`src/uea_pkg.sv`:
```
package uea_pkg;

  // ----------------------------------------------------------------
  // bus geometry
  // ----------------------------------------------------------------
  localparam int ADDR_W = 4;
  localparam int DATA_W = 8;
  localparam int EP_N = 4;

  // ----------------------------------------------------------------
  // register offsets
  // ----------------------------------------------------------------
  localparam logic [3:0] OFS_TX_EVENT = 4'h0;
  localparam logic [3:0] OFS_TX_MASK = 4'h1;
  localparam logic [3:0] OFS_RX_EVENT = 4'h2;
  localparam logic [3:0] OFS_RX_MASK = 4'h3;
  localparam logic [3:0] OFS_REFUSAL_EVENT = 4'h4;
  localparam logic [3:0] OFS_REFUSAL_MASK = 4'h5;
  localparam logic [3:0] OFS_THRESH_EVENT = 4'h6;
  localparam logic [3:0] OFS_THRESH_MASK = 4'h7;
  localparam logic [3:0] OFS_MAIN_MASK = 4'h8;
  localparam logic [3:0] OFS_MAIN_EVENT = 4'h9;

  // ----------------------------------------------------------------
  // main event register bit positions
  // ----------------------------------------------------------------
  localparam int MAIN_WARN_BIT = 0;
  localparam int MAIN_TX_BIT = 2;
  localparam int MAIN_NAK_BIT = 4;
  localparam int MAIN_RX_BIT = 6;
  localparam int MAIN_INTR_BIT = 7;

  // ----------------------------------------------------------------
  // per-endpoint enables of optional flags (endpoint 0 excluded)
  // ----------------------------------------------------------------
  localparam logic [3:0] URUN_EP_MASK = 4'hE;
  localparam logic [3:0] RX_ERR_EP_MASK = 4'hE;
  localparam logic [3:0] WARN_EP_MASK = 4'hE;

  // ----------------------------------------------------------------
  // reset values
  // ----------------------------------------------------------------
  localparam logic [7:0] RST_REG8 = 8'h00;
  localparam logic [3:0] RST_FLAG4 = 4'h0;

endpackage

```
`src/uea_top.sv`:
```
// Our own choices: the address map and strobed register access.
`timescale 1ns/10ps

// Behaviour
// - transmit-complete flag per endpoint in bits 3..0, set when IN finishes
// - transmit-complete flag clears on its endpoint's transmit status read
// - transmit-underrun flag per endpoint, bits 7..4, set on FIFO underflow
// - transmit-underrun flag clears on its endpoint's transmit status read
// - endpoint 0 transmit-underrun flag always reads zero
// - transmit summary set while any unmasked transmit flag is set
// - receive-complete flag per endpoint set on receive error or last byte
// - receive-complete flag clears on its endpoint's receive status read
// - endpoint 0 receive-complete follows only its last-byte status
// - receive-overrun flags, bits 7..4, all clear on receive event read
// - receive summary set while any unmasked receive flag is set
// - IN refusal flag set on IN NAK when address and endpoint enabled
// - OUT refusal flag set on OUT NAK when enabled, not on overrun NAK
// - refusal flags clear when the refusal event register is read
// - refusal summary set while any unmasked refusal flag is set
// - transmit threshold flags 3..1 set at threshold while transmit enabled
// - transmit threshold flag clears on FIFO write, flush or transmit done
// - receive threshold flag bits 7..5 set at threshold, bit 4 reserved
// - receive threshold flag clears on FIFO read or flush
// - threshold summary set while any unmasked threshold flag is set
// - threshold summary is main bit 0, cleared by reading threshold events
// - main mask bit 7 is master enable; main event bit 7 reads zero
module uea_top
  import uea_pkg::*;
(
  input wire logic mclk_in,
  input wire logic rst_b_in,
  // register port
  input wire logic [ADDR_W-1:0] addr_in,
  input wire logic [DATA_W-1:0] wr_data_in,
  input wire logic wr_strobe_in,
  input wire logic rd_strobe_in,
  output logic [DATA_W-1:0] rd_data_out,
  // transmit side events
  input wire logic [EP_N-1:0] tx_done_in,
  input wire logic [EP_N-1:0] tx_underflow_in,
  input wire logic [EP_N-1:0] tx_status_read_in,
  // receive side events
  input wire logic [EP_N-1:0] rx_last_in,
  input wire logic [EP_N-1:0] rx_error_in,
  input wire logic [EP_N-1:0] rx_overflow_in,
  input wire logic [EP_N-1:0] rx_status_read_in,
  // handshake refusal events
  input wire logic function_address_enable_in,
  input wire logic [EP_N-1:0] in_endpoint_enable_in,
  input wire logic [EP_N-1:0] out_endpoint_enable_in,
  input wire logic [EP_N-1:0] in_nak_in,
  input wire logic [EP_N-1:0] out_nak_in,
  input wire logic [EP_N-1:0] out_nak_overrun_in,
  // FIFO threshold events
  input wire logic [EP_N-1:0] tx_threshold_reached_in,
  input wire logic [EP_N-1:0] tx_enable_in,
  input wire logic [EP_N-1:0] tx_fifo_write_in,
  input wire logic [EP_N-1:0] tx_fifo_flush_in,
  input wire logic [EP_N-1:0] rx_threshold_reached_in,
  input wire logic [EP_N-1:0] rx_fifo_read_in,
  input wire logic [EP_N-1:0] rx_fifo_flush_in,
  // summary towards the main event logic
  output logic [DATA_W-1:0] main_event_out,
  output logic master_enable_out
);

  // ----------------------------------------------------------------
  // reset release
  // ----------------------------------------------------------------
  logic rst_sync1;
  logic rst_n;

  // assertion is immediate, release waits two edges to avoid metastability
  always_ff @(posedge mclk_in or negedge rst_b_in) begin
    if (!rst_b_in) begin
      rst_sync1 <= 1'b0;
      rst_n <= 1'b0;
    end else begin
      rst_sync1 <= 1'b1;
      rst_n <= rst_sync1;
    end
  end

  // ----------------------------------------------------------------
  // state
  // ----------------------------------------------------------------
  logic [3:0] transmit_complete_flags;
  logic [3:0] transmit_underflow_flags;
  logic [3:0] receive_complete_flags;
  logic [3:0] receive_overflow_flags;
  logic [3:0] in_refusal_flags;
  logic [3:0] out_refusal_flags;
  logic [3:0] transmit_threshold_flags;
  logic [3:0] receive_threshold_flags;
  logic [7:0] transmit_mask_reg;
  logic [7:0] receive_mask_reg;
  logic [7:0] refusal_mask_reg;
  logic [7:0] threshold_mask_reg;
  logic [7:0] main_mask_reg;
  logic warn_summary;

  // ----------------------------------------------------------------
  // address decode
  // ----------------------------------------------------------------
  wire rd_tx_event = rd_strobe_in && (addr_in == OFS_TX_EVENT);
  wire rd_rx_event = rd_strobe_in && (addr_in == OFS_RX_EVENT);
  wire rd_refusal = rd_strobe_in && (addr_in == OFS_REFUSAL_EVENT);
  wire rd_threshold = rd_strobe_in && (addr_in == OFS_THRESH_EVENT);
  wire wr_tx_mask = wr_strobe_in && (addr_in == OFS_TX_MASK);
  wire wr_rx_mask = wr_strobe_in && (addr_in == OFS_RX_MASK);
  wire wr_refusal_mask = wr_strobe_in && (addr_in == OFS_REFUSAL_MASK);
  wire wr_threshold_mask = wr_strobe_in && (addr_in == OFS_THRESH_MASK);
  wire wr_main_mask = wr_strobe_in && (addr_in == OFS_MAIN_MASK);

  // ----------------------------------------------------------------
  // register images
  // ----------------------------------------------------------------
  wire [7:0] transmit_event_reg = {transmit_underflow_flags,
                                   transmit_complete_flags};
  wire [7:0] receive_event_reg = {receive_overflow_flags,
                                  receive_complete_flags};
  wire [7:0] refusal_event_reg = {out_refusal_flags, in_refusal_flags};
  wire [7:0] threshold_event_reg = {receive_threshold_flags,
                                    transmit_threshold_flags};

  // ----------------------------------------------------------------
  // flag next values; every set term is ORed after the clear
  // ----------------------------------------------------------------
  // a set in the clear cycle survives, so no event is lost
  wire [3:0] next_transmit_complete = tx_done_in |
    (transmit_complete_flags & ~tx_status_read_in);
  wire [3:0] next_transmit_underflow = (tx_underflow_in & URUN_EP_MASK) |
    (transmit_underflow_flags & ~tx_status_read_in);
  // endpoint 0 drops errored packets, so only last byte counts there
  wire [3:0] rx_complete_set = rx_last_in |
    (rx_error_in & RX_ERR_EP_MASK);
  wire [3:0] next_receive_complete = rx_complete_set |
    (receive_complete_flags & ~rx_status_read_in);
  wire [3:0] next_receive_overflow = rx_overflow_in |
    (receive_overflow_flags & ~{4{rd_rx_event}});
  wire [3:0] in_gate = {4{function_address_enable_in}} &
    in_endpoint_enable_in;
  wire [3:0] out_gate = {4{function_address_enable_in}} &
    out_endpoint_enable_in;
  wire [3:0] next_in_refusal = (in_nak_in & in_gate) |
    (in_refusal_flags & ~{4{rd_refusal}});
  wire [3:0] next_out_refusal = (out_nak_in & ~out_nak_overrun_in &
    out_gate) | (out_refusal_flags & ~{4{rd_refusal}});
  // threshold flags follow the FIFO condition, not software reads
  wire [3:0] tx_warn_end = tx_fifo_write_in | tx_fifo_flush_in | tx_done_in;
  wire [3:0] next_transmit_threshold = ((tx_threshold_reached_in &
    tx_enable_in) | (transmit_threshold_flags & ~tx_warn_end)) &
    WARN_EP_MASK;
  wire [3:0] rx_warn_end = rx_fifo_read_in | rx_fifo_flush_in;
  wire [3:0] next_receive_threshold = (rx_threshold_reached_in |
    (receive_threshold_flags & ~rx_warn_end)) & WARN_EP_MASK;

  // ----------------------------------------------------------------
  // summaries
  // ----------------------------------------------------------------
  // summaries track the flags just stored, hence one cycle behind them
  wire tx_hit = |(transmit_event_reg & transmit_mask_reg);
  wire rx_hit = |(receive_event_reg & receive_mask_reg);
  wire nak_hit = |(refusal_event_reg & refusal_mask_reg);
  wire warn_hit = |(threshold_event_reg & threshold_mask_reg);
  // warning summary is sticky until the threshold events are read
  wire next_warn_summary = warn_hit |
    (warn_summary & ~rd_threshold);
  wire [7:0] next_main_event = {1'b0, rx_hit, 1'b0, nak_hit, 1'b0,
    tx_hit, 1'b0, next_warn_summary};

  // ----------------------------------------------------------------
  // read mux; unmapped offsets read zero
  // ----------------------------------------------------------------
  wire [7:0] rd_mux =
    (addr_in == OFS_TX_EVENT) ? transmit_event_reg :
    (addr_in == OFS_TX_MASK) ? transmit_mask_reg :
    (addr_in == OFS_RX_EVENT) ? receive_event_reg :
    (addr_in == OFS_RX_MASK) ? receive_mask_reg :
    (addr_in == OFS_REFUSAL_EVENT) ? refusal_event_reg :
    (addr_in == OFS_REFUSAL_MASK) ? refusal_mask_reg :
    (addr_in == OFS_THRESH_EVENT) ? threshold_event_reg :
    (addr_in == OFS_THRESH_MASK) ? threshold_mask_reg :
    (addr_in == OFS_MAIN_MASK) ? main_mask_reg :
    (addr_in == OFS_MAIN_EVENT) ? main_event_out :
    RST_REG8;

  // ----------------------------------------------------------------
  // event flags
  // ----------------------------------------------------------------
  // read data captures the old value at the same edge the clear lands
  always_ff @(posedge mclk_in or negedge rst_n) begin
    if (!rst_n) begin
      transmit_complete_flags <= RST_FLAG4;
      transmit_underflow_flags <= RST_FLAG4;
      receive_complete_flags <= RST_FLAG4;
      receive_overflow_flags <= RST_FLAG4;
      in_refusal_flags <= RST_FLAG4;
      out_refusal_flags <= RST_FLAG4;
      transmit_threshold_flags <= RST_FLAG4;
      receive_threshold_flags <= RST_FLAG4;
    end else begin
      transmit_complete_flags <= next_transmit_complete;
      transmit_underflow_flags <= next_transmit_underflow;
      receive_complete_flags <= next_receive_complete;
      receive_overflow_flags <= next_receive_overflow;
      in_refusal_flags <= next_in_refusal;
      out_refusal_flags <= next_out_refusal;
      transmit_threshold_flags <= next_transmit_threshold;
      receive_threshold_flags <= next_receive_threshold;
    end
  end

  // ----------------------------------------------------------------
  // mask registers
  // ----------------------------------------------------------------
  always_ff @(posedge mclk_in or negedge rst_n) begin
    if (!rst_n) begin
      transmit_mask_reg <= RST_REG8;
      receive_mask_reg <= RST_REG8;
      refusal_mask_reg <= RST_REG8;
      threshold_mask_reg <= RST_REG8;
      main_mask_reg <= RST_REG8;
    end else begin
      if (wr_tx_mask) transmit_mask_reg <= wr_data_in;
      if (wr_rx_mask) receive_mask_reg <= wr_data_in;
      if (wr_refusal_mask) refusal_mask_reg <= wr_data_in;
      if (wr_threshold_mask) threshold_mask_reg <= wr_data_in;
      if (wr_main_mask) main_mask_reg <= wr_data_in;
    end
  end

  // master enable copied from the mask so the output is a flop
  wire next_master_enable = wr_main_mask ? wr_data_in[MAIN_INTR_BIT] :
    main_mask_reg[MAIN_INTR_BIT];

  // ----------------------------------------------------------------
  // outputs
  // ----------------------------------------------------------------
  // read data stands for exactly one cycle, zero otherwise
  always_ff @(posedge mclk_in or negedge rst_n) begin
    if (!rst_n) begin
      rd_data_out <= RST_REG8;
      main_event_out <= RST_REG8;
      warn_summary <= 1'b0;
      master_enable_out <= 1'b0;
    end else begin
      rd_data_out <= rd_strobe_in ? rd_mux : RST_REG8;
      main_event_out <= next_main_event;
      warn_summary <= next_warn_summary;
      master_enable_out <= next_master_enable;
    end
  end
endmodule

```
`config.mk`:
```
export PLATFORM = sky130hd
export DESIGN_NAME = uea_top
export DESIGN_NICKNAME = d
export VERILOG_FILES = /design/src/uea_pkg.sv /design/src/uea_top.sv
export SDC_FILE = /design/constraint.sdc
export NUM_CORES = 1
export LEC_CHECK = 0
export ABC_CLOCK_PERIOD_IN_PS = 3800
export BUFFER_PORTS_ARGS = -buffer_cell sky130_fd_sc_hd__buf_2
export CORE_MARGIN = 4
export CORE_UTILIZATION = 50
export CTS_CLUSTER_DIAMETER = 120
export DETAILED_ROUTE_END_ITERATION = 16
export GPL_TIMING_DRIVEN = 0
export PLACE_DENSITY = 0.76
export SYNTH_ARGS = -nofsm -noshare
export SYNTH_HDL_FRONTEND = slang
export SYNTH_SLANG_ARGS = --single-unit
export TNS_END_PERCENT = 5
```
`constraint.sdc`:
```
create_clock -name mclk_in -period 3.8 [get_ports mclk_in]
set_input_delay 0.38 -clock mclk_in [delete_from_list [all_inputs] [get_ports mclk_in]]
set_output_delay 0.38 -clock mclk_in [all_outputs]
set_load 0.01 [all_outputs]
```
* Word-level counts from Yosys, hierarchy flattened
Cells that the tools add are included.
** Word-level totals
- Input port bits :: 93
- Output and inout bits :: 17
- Logic and storage cells :: 93
- Bits in registers :: 86
** Cells by class
- Eq/ne operators :: 9
- Multiplexer cells :: 12
- Bitwise operators :: 40
- Reductions and logical operators :: 13
** Operators with widths (count)
- $mux 8 :: 10
- $and 4x4->4 :: 14
- $or 4x4->4 :: 12
- $and 8x8->8 :: 4
- $reduce_or 8->1 :: 4
- $not 4->4 :: 7
- $eq 4x3->1 const B :: 4
- $eq 4x2->1 const B :: 2
- $eq 4x4->1 const B :: 2
- $logic_and 1x1->1 :: 8
- $mux 7 :: 1
- $eq 4x1->1 const B :: 1
- $logic_not 4->1 :: 1
- $and 1x1->1 :: 1
- $mux 1 :: 1
- $not 1->1 :: 1
- $or 1x1->1 :: 1

* Logic depth before layout (Yosys ltp)
Gate-level depths: netlist (run 1).
- Depth after elaboration :: 12
- Mapped depth :: 7
- Mapped depth without buffers :: 4

* Worst setup path after synthesis (run 1)
OpenSTA, ideal clock, no wires.
- Path type :: input port to flip-flop
- From :: input addr_in[2]
- To :: register threshold_mask_reg[0]
- Data required time :: 3672 ps
- Path slack :: 2195 ps
- Path buffers :: 3
- Arrival time :: 1477 ps
- Stages on the path :: 6
- Cell sequence :: buf_4 -> and3b_1 -> buf_2 -> and3_1 -> buf_2 -> mux2_1
** On the way
- Cells in the longest elaborated chain, start to end :: 2
** Ends and longest elaborated chain
- from (decl) :: RTL line uea_top.sv:33 : input wire logic [ADDR_W-1:0] addr_in,
- $eq 4x3->1 :: RTL line uea_top.sv:112 : wire wr_threshold_mask = wr_strobe_in && (addr_in == OFS_THRESH_MASK);
- $logic_and 1x1->1 :: RTL line uea_top.sv:112
- to (signal assigned) :: RTL line uea_top.sv:228 : if (wr_threshold_mask) threshold_mask_reg <= wr_data_in;
- to (decl) :: RTL line uea_top.sv:98 : logic [7:0] threshold_mask_reg;
Every way passes these cells.
A chain may end at the register's enable or synchronous reset.

* Final worst setup path (run 1)
- From :: input addr_in[0]
- To :: register rd_data_out[7]
** On the way
- Cells in the longest elaborated chain, start to end :: 11
** Ends and longest elaborated chain
- $eq 4x4->1 :: RTL line uea_top.sv:184 : (addr_in == OFS_MAIN_MASK) ? main_mask_reg :
- $mux 8 :: RTL line uea_top.sv:184
- $mux 8 :: RTL line uea_top.sv:183 : (addr_in == OFS_THRESH_MASK) ? threshold_mask_reg :
- $mux 8 :: RTL line uea_top.sv:182 : (addr_in == OFS_THRESH_EVENT) ? threshold_event_reg :
- $mux 8 :: RTL line uea_top.sv:181 : (addr_in == OFS_REFUSAL_MASK) ? refusal_mask_reg :
- $mux 8 :: RTL line uea_top.sv:180 : (addr_in == OFS_REFUSAL_EVENT) ? refusal_event_reg :
- $mux 8 :: RTL line uea_top.sv:179 : (addr_in == OFS_RX_MASK) ? receive_mask_reg :
- $mux 8 :: RTL line uea_top.sv:178 : (addr_in == OFS_RX_EVENT) ? receive_event_reg :
- $mux 8 :: RTL line uea_top.sv:177 : (addr_in == OFS_TX_MASK) ? transmit_mask_reg :
- $mux 8 * :: RTL line uea_top.sv:176 : (addr_in == OFS_TX_EVENT) ? transmit_event_reg :
- $mux 8 * :: RTL line uea_top.sv:248 : rd_data_out <= rd_strobe_in ? rd_mux : RST_REG8;
- to (signal assigned) :: RTL line uea_top.sv:248
- to (decl) :: RTL line uea_top.sv:37 : output logic [DATA_W-1:0] rd_data_out,
Every way passes the cells marked *; elsewhere a longest branch is shown, timed or not.

==> impl_metrics.env, run 1 <==
export IMPL_drcViolationCount=0
export IMPL_synth_edff_count=0
export IMPL_syn_area_mm2=0.00410
export IMPL_drv_slew=0
export IMPL_clock_path_buffers=2
export IMPL_synth_top_area_cell="dfrtp_1"
export IMPL_grt_max_degree=43
export IMPL_synth_warnings=0
export IMPL_startpoint_type="primary input"
export IMPL_drt_total_wl_um=11400
export IMPL_hold_viol=0
export IMPL_fill_cells=698
export IMPL_seq_area_frac_synth_pct=51.9
export IMPL_seqPwrFrac_pct=51.1
export IMPL_dieArea_mm2=0.00971
export IMPL_grtUsageTotal_pct=24.5
export IMPL_p_per_area_mw_per_mm2=464
export IMPL_synth_ff_type="dfrtp_1"
export IMPL_core_area_mm2=0.00785
export IMPL_initial_core_util_pct=52.2
export IMPL_cp_data_arrival_time_ps=1790
export IMPL_rows=32
export IMPL_gp_congestion=0.910
export IMPL_antenna_found_initial=0
export IMPL_ant_nets=0
export IMPL_grt_pass1_vias=3561
export IMPL_relSlewSlack_pct=63.6
export IMPL_syn_to_final_growth_pct=21.4
export IMPL_swShare_pct=28.5
export IMPL_layout_commonest_cell="buf_2"
export IMPL_root_buffer="clkbuf_8"
export IMPL_r2r_end="rd_data_out[7]$_DFF_PN0_"
export IMPL_post_cts_setup_buffer_count=0
export IMPL_grt_ovfl_total=0
export IMPL_dp_hpwl_um=8800
export IMPL_startpoint="addr_in[0]"
export IMPL_worstReg2RegStart="transmit_mask_reg[7]$_DFFE_PN0P_"
export IMPL_r2r_setup_slack_ps=2350
export IMPL_skew_ps=10.1
export IMPL_leakagePower_nw=2.36
export IMPL_htreeDepth=3
export IMPL_clkTransAtPathRegs_ps=90
export IMPL_synth_area_leaders="dfrtp_1 52%, mux2_1 7.1%, mux2_2 4.7%"
export IMPL_chipWidth_um=98.5
export IMPL_required_ps=4020
export IMPL_peakVddDrop_v=0.000264
export IMPL_layout_drive_gt1_share_pct=33.4
export IMPL_synth_seq_cells=85
export IMPL_yosysTopAreaCellShare_pct=51.9
export IMPL_p_clk_share_pct=31.8
export IMPL_reg2regPathDepth=4
export IMPL_rsz0062_at_grt="false"
export IMPL_synth_cells=358
export IMPL_synthArstFlopShare_pct=100
export IMPL_worstSetupEndpointType="flop"
export IMPL_crit_type="in -> reg"
export IMPL_avgSynthCellArea_um2=11.4
export IMPL_cts_tree="built"
export IMPL_fin_crit_sh_pct=41.3
export IMPL_port_buffers=94
export IMPL_p_switching_uw=657
export IMPL_yosysUniqueCellTypes=57
export IMPL_cts_sinks=85
export IMPL_antennaDiodeCount=0
export IMPL_via_per_inst=5.90
export IMPL_clock_latency_ps=360
export IMPL_crit_path_max_fanout=10
export IMPL_pre_cts_slack_ps=1900
export IMPL_drtPass1Iterations=5
export IMPL_cap_violations=0
export IMPL_hp_start="tx_fifo_write_in[3]"
export IMPL_critPathCapture="rd_data_out[7]$_DFF_PN0_"
export IMPL_die_h_um=98.5
export IMPL_fin_tns_setup_ps=0
export IMPL_grt_pass1_wl_um=18500
export IMPL_p_int_mw=1.65
export IMPL_finalCriticalPeriod_ps=1570
export IMPL_postCtsResizedCells=0
export IMPL_hp_class="in -> reg"
export IMPL_via_count=3390
export IMPL_drt_iter0_drc=255
export IMPL_fmax_mhz=637
export IMPL_final_cell_mix="100 x buf_2, 84 x dfrtp_1, 29 x nand2_1, 26 x mux2_1, 20 x a22oi_1"
export IMPL_final_setup_worst_slack_ps=2230
export IMPL_avgRoutedWirePerCell_um=19.9
export IMPL_status="finished clean"
export IMPL_final_nets=561
export IMPL_setup_violations=0
export IMPL_cts_inserted_buffers=9
export IMPL_combinationalPowerShare_pct=17.1
export IMPL_worst_slew_pin_slew_ps=545
export IMPL_io_pins=110
[through the flow]
| step | utilization (%) | total power, mW | cell area [um2] | hold WS (ps) | cells |
|---|---|---|---|---|---|
| 4_1_cts | 63.3 | 2.31 | 4970 | 171 | 575 |
| 3_3_place_gp | 60.0 | 1.56 | 4710 | 165 | 557 |
| 2_1_floorplan | - | 1.40 | 4110 | 84.4 | 361 |
| 5_1_grt | 63.3 | 2.41 | 4970 | 169 | 575 |
| 6_report | 63.3 | 2.31 | 4970 | 177 | 575 |
| 3_5_place_dp | 60.3 | 1.59 | 4730 | 167 | 558 |
[how the worst min path moves through the flow]
stage,end,slack (ps),depth (start not counted)
floorplan,rst_n$_DFF_PN0_,80,0
global placement,rst_n$_DFF_PN0_,170,1
detailed placement,rst_n$_DFF_PN0_,170,1
CTS,transmit_threshold_flags[3]$_DFF_PN0_,170,2
global route,transmit_threshold_flags[2]$_DFF_PN0_,170,2
finish,transmit_threshold_flags[3]$_DFF_PN0_,180,2
[per-layer routing]
metal	part of all wire [%]	vias up	track usage, %
li1	-	1540	-
met1	42	1682	33.3
met2	49	145	39.3
met3	7.4	23	4.74
met4	2.1	0	8.51
met5	0	-	0
[synthesized netlist by cell type (3+ instances only)]
master,count
nand3_1,6
nor2b_1,7
o21ai_0,16
a31oi_1,3
mux2_2,17
a21o_1,15
mux2i_1,5
a22oi_1,20
nor2_1,10
a221oi_1,4
nand4_1,4
dfrtp_1,85
and3_1,5
a32o_1,6
inv_1,19
nand3b_1,3
buf_2,6
mux2_1,26
o41ai_1,4
nand2_1,29
o211ai_1,3
nor3_1,5
nand4b_1,4
buf_4,9
[power groups by stage]
stage | registers, mW | clock network [mW] | logic, mW
after floorplan | 1.16 | 0 | 0.247
after global placement | 1.19 | 0 | 0.370
after detailed placement | 1.19 | 0 | 0.392
after CTS | 1.18 | 0.743 | 0.395
after global routing | 1.20 | 0.781 | 0.436
final | 1.18 | 0.732 | 0.395
[area by class of cell]
class	count	area [um2]	area share, %
Timing Repair Buffer	96	500	10.1
Clock buffer	10	138	2.77
Sequential cell	85	2130	42.9
Buffer	20	131	2.64
Inverter	20	75.1	1.51
Multi-Input combinational cell	236	1770	35.7
Clock inverter	6	93.8	1.89
Tap cell	102	128	2.57
[what timing repair did]
item                       4_1_cts  5_1_grt
hold buffers                     1        0
hold endpoints to repair         2        0
setup endpoints to repair        0        0
[kinds of logic (layout without fill, tap and decap cells)]
| logic type | count (synthesis) | count (layout) | synth area share, % |
|---|---|---|---|
| AO/OA/AOI/OAI | 93 | 93 | 16.8 |
| AND/OR/NAND/NOR | 89 | 89 | 12.5 |
| multiplexers | 49 | 49 | 13.6 |
| buffers and inverters | 40 | 152 | 5.04 |
| other | 2 | 5 | 0.183 |
| flip-flops | 85 | 85 | 51.9 |
[critical path, stage by stage]
cell and delay [ps]:
buf_2 110, buf_4 180, inv_1 100, clkbuf_1 410, o21ai_0 190, a311oi_1 410
(Power assumes the default switching activity.)
==> run 2, diff against run 1 <==
--- a/config.mk
+++ b/config.mk
@@ -5,14 +5,15 @@
 export SDC_FILE = /design/constraint.sdc
 export NUM_CORES = 1
 export LEC_CHECK = 0
-export ABC_CLOCK_PERIOD_IN_PS = 3800
+export ABC_AREA = 1
+export ABC_CLOCK_PERIOD_IN_PS = 1450
 export BUFFER_PORTS_ARGS = -buffer_cell sky130_fd_sc_hd__buf_2
 export CORE_MARGIN = 4
 export CORE_UTILIZATION = 50
 export CTS_CLUSTER_DIAMETER = 120
 export DETAILED_ROUTE_END_ITERATION = 16
 export GPL_TIMING_DRIVEN = 0
-export PLACE_DENSITY = 0.76
+export PLACE_DENSITY = 0.77
 export SYNTH_ARGS = -nofsm -noshare
 export SYNTH_HDL_FRONTEND = slang
 export SYNTH_SLANG_ARGS = --single-unit
==> constraint.sdc (replaced) <==
create_clock -name mclk_in -period 1.45 [get_ports mclk_in]
set_input_delay 0.145 -clock mclk_in [delete_from_list [all_inputs] [get_ports mclk_in]]
set_output_delay 0.145 -clock mclk_in [all_outputs]
set_load 0.01 [all_outputs]
==> impl_metrics.env, run 2 <==
export IMPL_clock_path_buffers=2
export IMPL_syn_area_mm2=0.00409
export IMPL_clkTransAtPathRegs_ps=80
export IMPL_syn_to_final_growth_pct=28.3
export IMPL_cp_slowest_cell="dlygate4sd3_1"
export IMPL_grt_pass1_wl_um=18000
export IMPL_yosys_area_share_adder_pct=0
export IMPL_fin_tns_setup_ps=0
export IMPL_worstPathBufferInverterCount=2
export IMPL_post_cts_setup_buffer_count=0
export IMPL_antennaDiodeCount=0
export IMPL_violations="negative hold slack"
export IMPL_synth_cells=441
export IMPL_gp_congestion=0.905
export IMPL_final_setup_worst_slack_ps=63.6
export IMPL_status="finished, violations left"
export IMPL_setup_violations=0
export IMPL_stdcell_area_mm2=0.00525
export IMPL_root_buffer="clkbuf_8"
export IMPL_layout_commonest_cell="nand2_1"
export IMPL_io_pins=110
export IMPL_grt_ovfl_total=0
export IMPL_grt_pass1_vias=3632
export IMPL_cts_sinks=85
export IMPL_placed_cell_area_mm2=0.00473
export IMPL_startpoint="transmit_threshold_flags[2]$_DFF_PN0_"
export IMPL_avgRoutedWirePerCell_um=16.4
export IMPL_fill_cells=643
export IMPL_synth_edff_count=0
export IMPL_synthMuxAreaShare_pct=0
export IMPL_yosysUniqueCellTypes=37
export IMPL_grtUsageTotal_pct=23.8
export IMPL_drcViolationCount=0
export IMPL_cp_data_arrival_time_ps=1690
export IMPL_antenna_found_initial=0
export IMPL_final_cell_mix="99 x nand2_1, 96 x buf_2, 84 x dfrtp_1, 38 x inv_1, 38 x o21ai_0"
export IMPL_p_per_area_mw_per_mm2=1090
export IMPL_r2r_end="transmit_threshold_flags[2]$_DFF_PN0_"
export IMPL_htreeDepth=3
export IMPL_synth_ff_type="dfrtp_1"
export IMPL_crit_chain="inv_1 > o41ai_2 > dlygate4sd3_1"
export IMPL_dp_hpwl_um=7950
export IMPL_path_delay_family="buffers and inverters"
export IMPL_initial_core_util_pct=52.1
export IMPL_cts_tree="built"
export IMPL_skew_ps=9.71
export IMPL_avgSynthCellArea_um2=9.27
export IMPL_yosysTopAreaCellShare_pct=52.0
export IMPL_critPathCapture="transmit_threshold_flags[2]$_DFF_PN0_"
export IMPL_peakVddDrop_v=0.000638
export IMPL_yosys_area_share_simple_pct=23.2
export IMPL_synth_warnings=0
export IMPL_port_buffers=94
export IMPL_hold_slack_ps=-2.00
export IMPL_clock_latency_ps=370
export IMPL_crit_path_max_fanout=2
export IMPL_worstSetupEndpointType="flop"
export IMPL_synth_seq_cells=85
export IMPL_leakagePower_nw=2.63
export IMPL_relSlewSlack_pct=47.2
export IMPL_drtPass1Iterations=5
export IMPL_fin_crit_sh_pct=95.6
export IMPL_fin_util_pct=66.9
export IMPL_ant_nets=0
export IMPL_cts_inserted_buffers=9
export IMPL_layout_drive_gt1_share_pct=28.7
export IMPL_via_per_inst=5.42
export IMPL_drt_iter0_drc=243
export IMPL_hold_depth=2
export IMPL_reg2regPathDepth=3
export IMPL_grt_max_degree=48
export IMPL_synth_commonest_cells="99 x nand2_1, 85 x dfrtp_1, 38 x inv_1, 38 x o21ai_0, 26 x nand3_1"
export IMPL_rows=32
export IMPL_cap_violations=0
export IMPL_hold_viol=1
export IMPL_drt_total_wl_um=11300
export IMPL_required_ps=1750
export IMPL_synth_xor_area_share_pct=0
export IMPL_final_nets=674
export IMPL_dieArea_mm2=0.00969
export IMPL_hp_class="in -> reg"
export IMPL_r2r_setup_slack_ps=60
export IMPL_seq_area_frac_synth_pct=52.0
export IMPL_finalCriticalPeriod_ps=1390
export IMPL_worstReg2RegStart="transmit_threshold_flags[2]$_DFF_PN0_"
export IMPL_worst_path_largest_cell_delay_ps=590
export IMPL_chipWidth_um=98.4
export IMPL_pre_cts_slack_ps=-80.4
export IMPL_crit_type="reg -> reg"
export IMPL_core_area_mm2=0.00785
export IMPL_die_h_um=98.4
export IMPL_rsz0062_at_grt="false"
export IMPL_via_count=3729
export IMPL_fmax_mhz=721
export IMPL_startpoint_type="flop"
export IMPL_synth_most_common_cell="nand2_1"
export IMPL_synth_area_leaders="dfrtp_1 52%, nand2_1 9.1%, o21ai_0 4.7%"
export IMPL_synth_top_family_by_area="simple AND/OR/NAND/NOR gates"
export IMPL_drv_slew=0
export IMPL_synth_compound_area_share_pct=16.8
export IMPL_crit_cells=3
export IMPL_worst_slew_pin_slew_ps=785
export IMPL_synth_top_area_cell="dfrtp_1"
export IMPL_synthArstFlopShare_pct=100
-- run 2: changes by cell type in the layout (fill, tap and decap cells not counted), sizes merged, moves of 12 or more --
cell and change:
mux2 -43, o21bai +12, a21o -13, inv +21, dlygate4sd3 +30, nand2 +78
a21oi +16, a22oi -20, nand3 +27, o21ai +49
-- run 2: cells by family after synthesis --
logic type             Yosys count
AO/OA/AOI/OAI                  114
other                            2
flip-flops                      85
AND/OR/NAND/NOR                180
buffers and inverters           60
-- run 2: report_power, final --
group / internal [mW] / leakage [nW] / total [mW] / switching, mW
Sequential: 2.72 / 1.01 / 3.01 / 0.288
Combinational: 0.487 / 1.53 / 1.05 / 0.563
Clock: 0.796 / 0.0837 / 1.67 / 0.870
-- run 2: layout make-up --
class | instances | area, um2 | share of cell area [%]
Sequential cell | 85 | 2130 | 40.6
Multi-Input combinational cell | 299 | 1660 | 31.7
Timing Repair Buffer | 126 | 808 | 15.4
Inverter | 44 | 179 | 3.41
Buffer | 16 | 138 | 2.62
Tap cell | 102 | 128 | 2.43
Clock buffer | 9 | 124 | 2.36
Clock inverter | 7 | 76.3 | 1.45
-- run 2: metal layers --
metal	track usage, %	wire length (um)	up-vias
li1	-	-	1756
met1	31.3	4460	1760
met2	38.8	5470	186
met3	5.73	1050	27
met4	8.30	297	0
met5	0	0	-
-- run 2: how the worst min path moves through the flow --
stage | end | startpoint
after floorplan | rst_n$_DFF_PN0_ | rst_b_in
after detailed placement | rst_sync1$_DFF_PN0_ | rst_b_in
after global routing | in_refusal_flags[3]$_DFF_PN0_ | in_endpoint_enable_in[3]
after CTS | in_refusal_flags[3]$_DFF_PN0_ | in_endpoint_enable_in[3]
final | transmit_underflow_flags[3]$_DFF_PN0_ | tx_underflow_in[3]
after global placement | rst_sync1$_DFF_PN0_ | rst_b_in
-- run 2: repair_timing --
| item | 4_1_cts | 5_1_grt |
|---|---|---|
| endpoints found under the setup margin | 0 | 1 |
| hold endpoints to repair | 26 | 0 |
| hold buffers | 31 | 0 |
| resized for setup | 0 | 1 |
-- run 2: stage by stage --
stage / instances / power [mW]
after CTS: 688 / 5.73
after floorplan: 444 / 3.59
final: 688 / 5.72
after global placement: 640 / 3.96
after global routing: 688 / 6.01
after detailed placement: 641 / 4.01
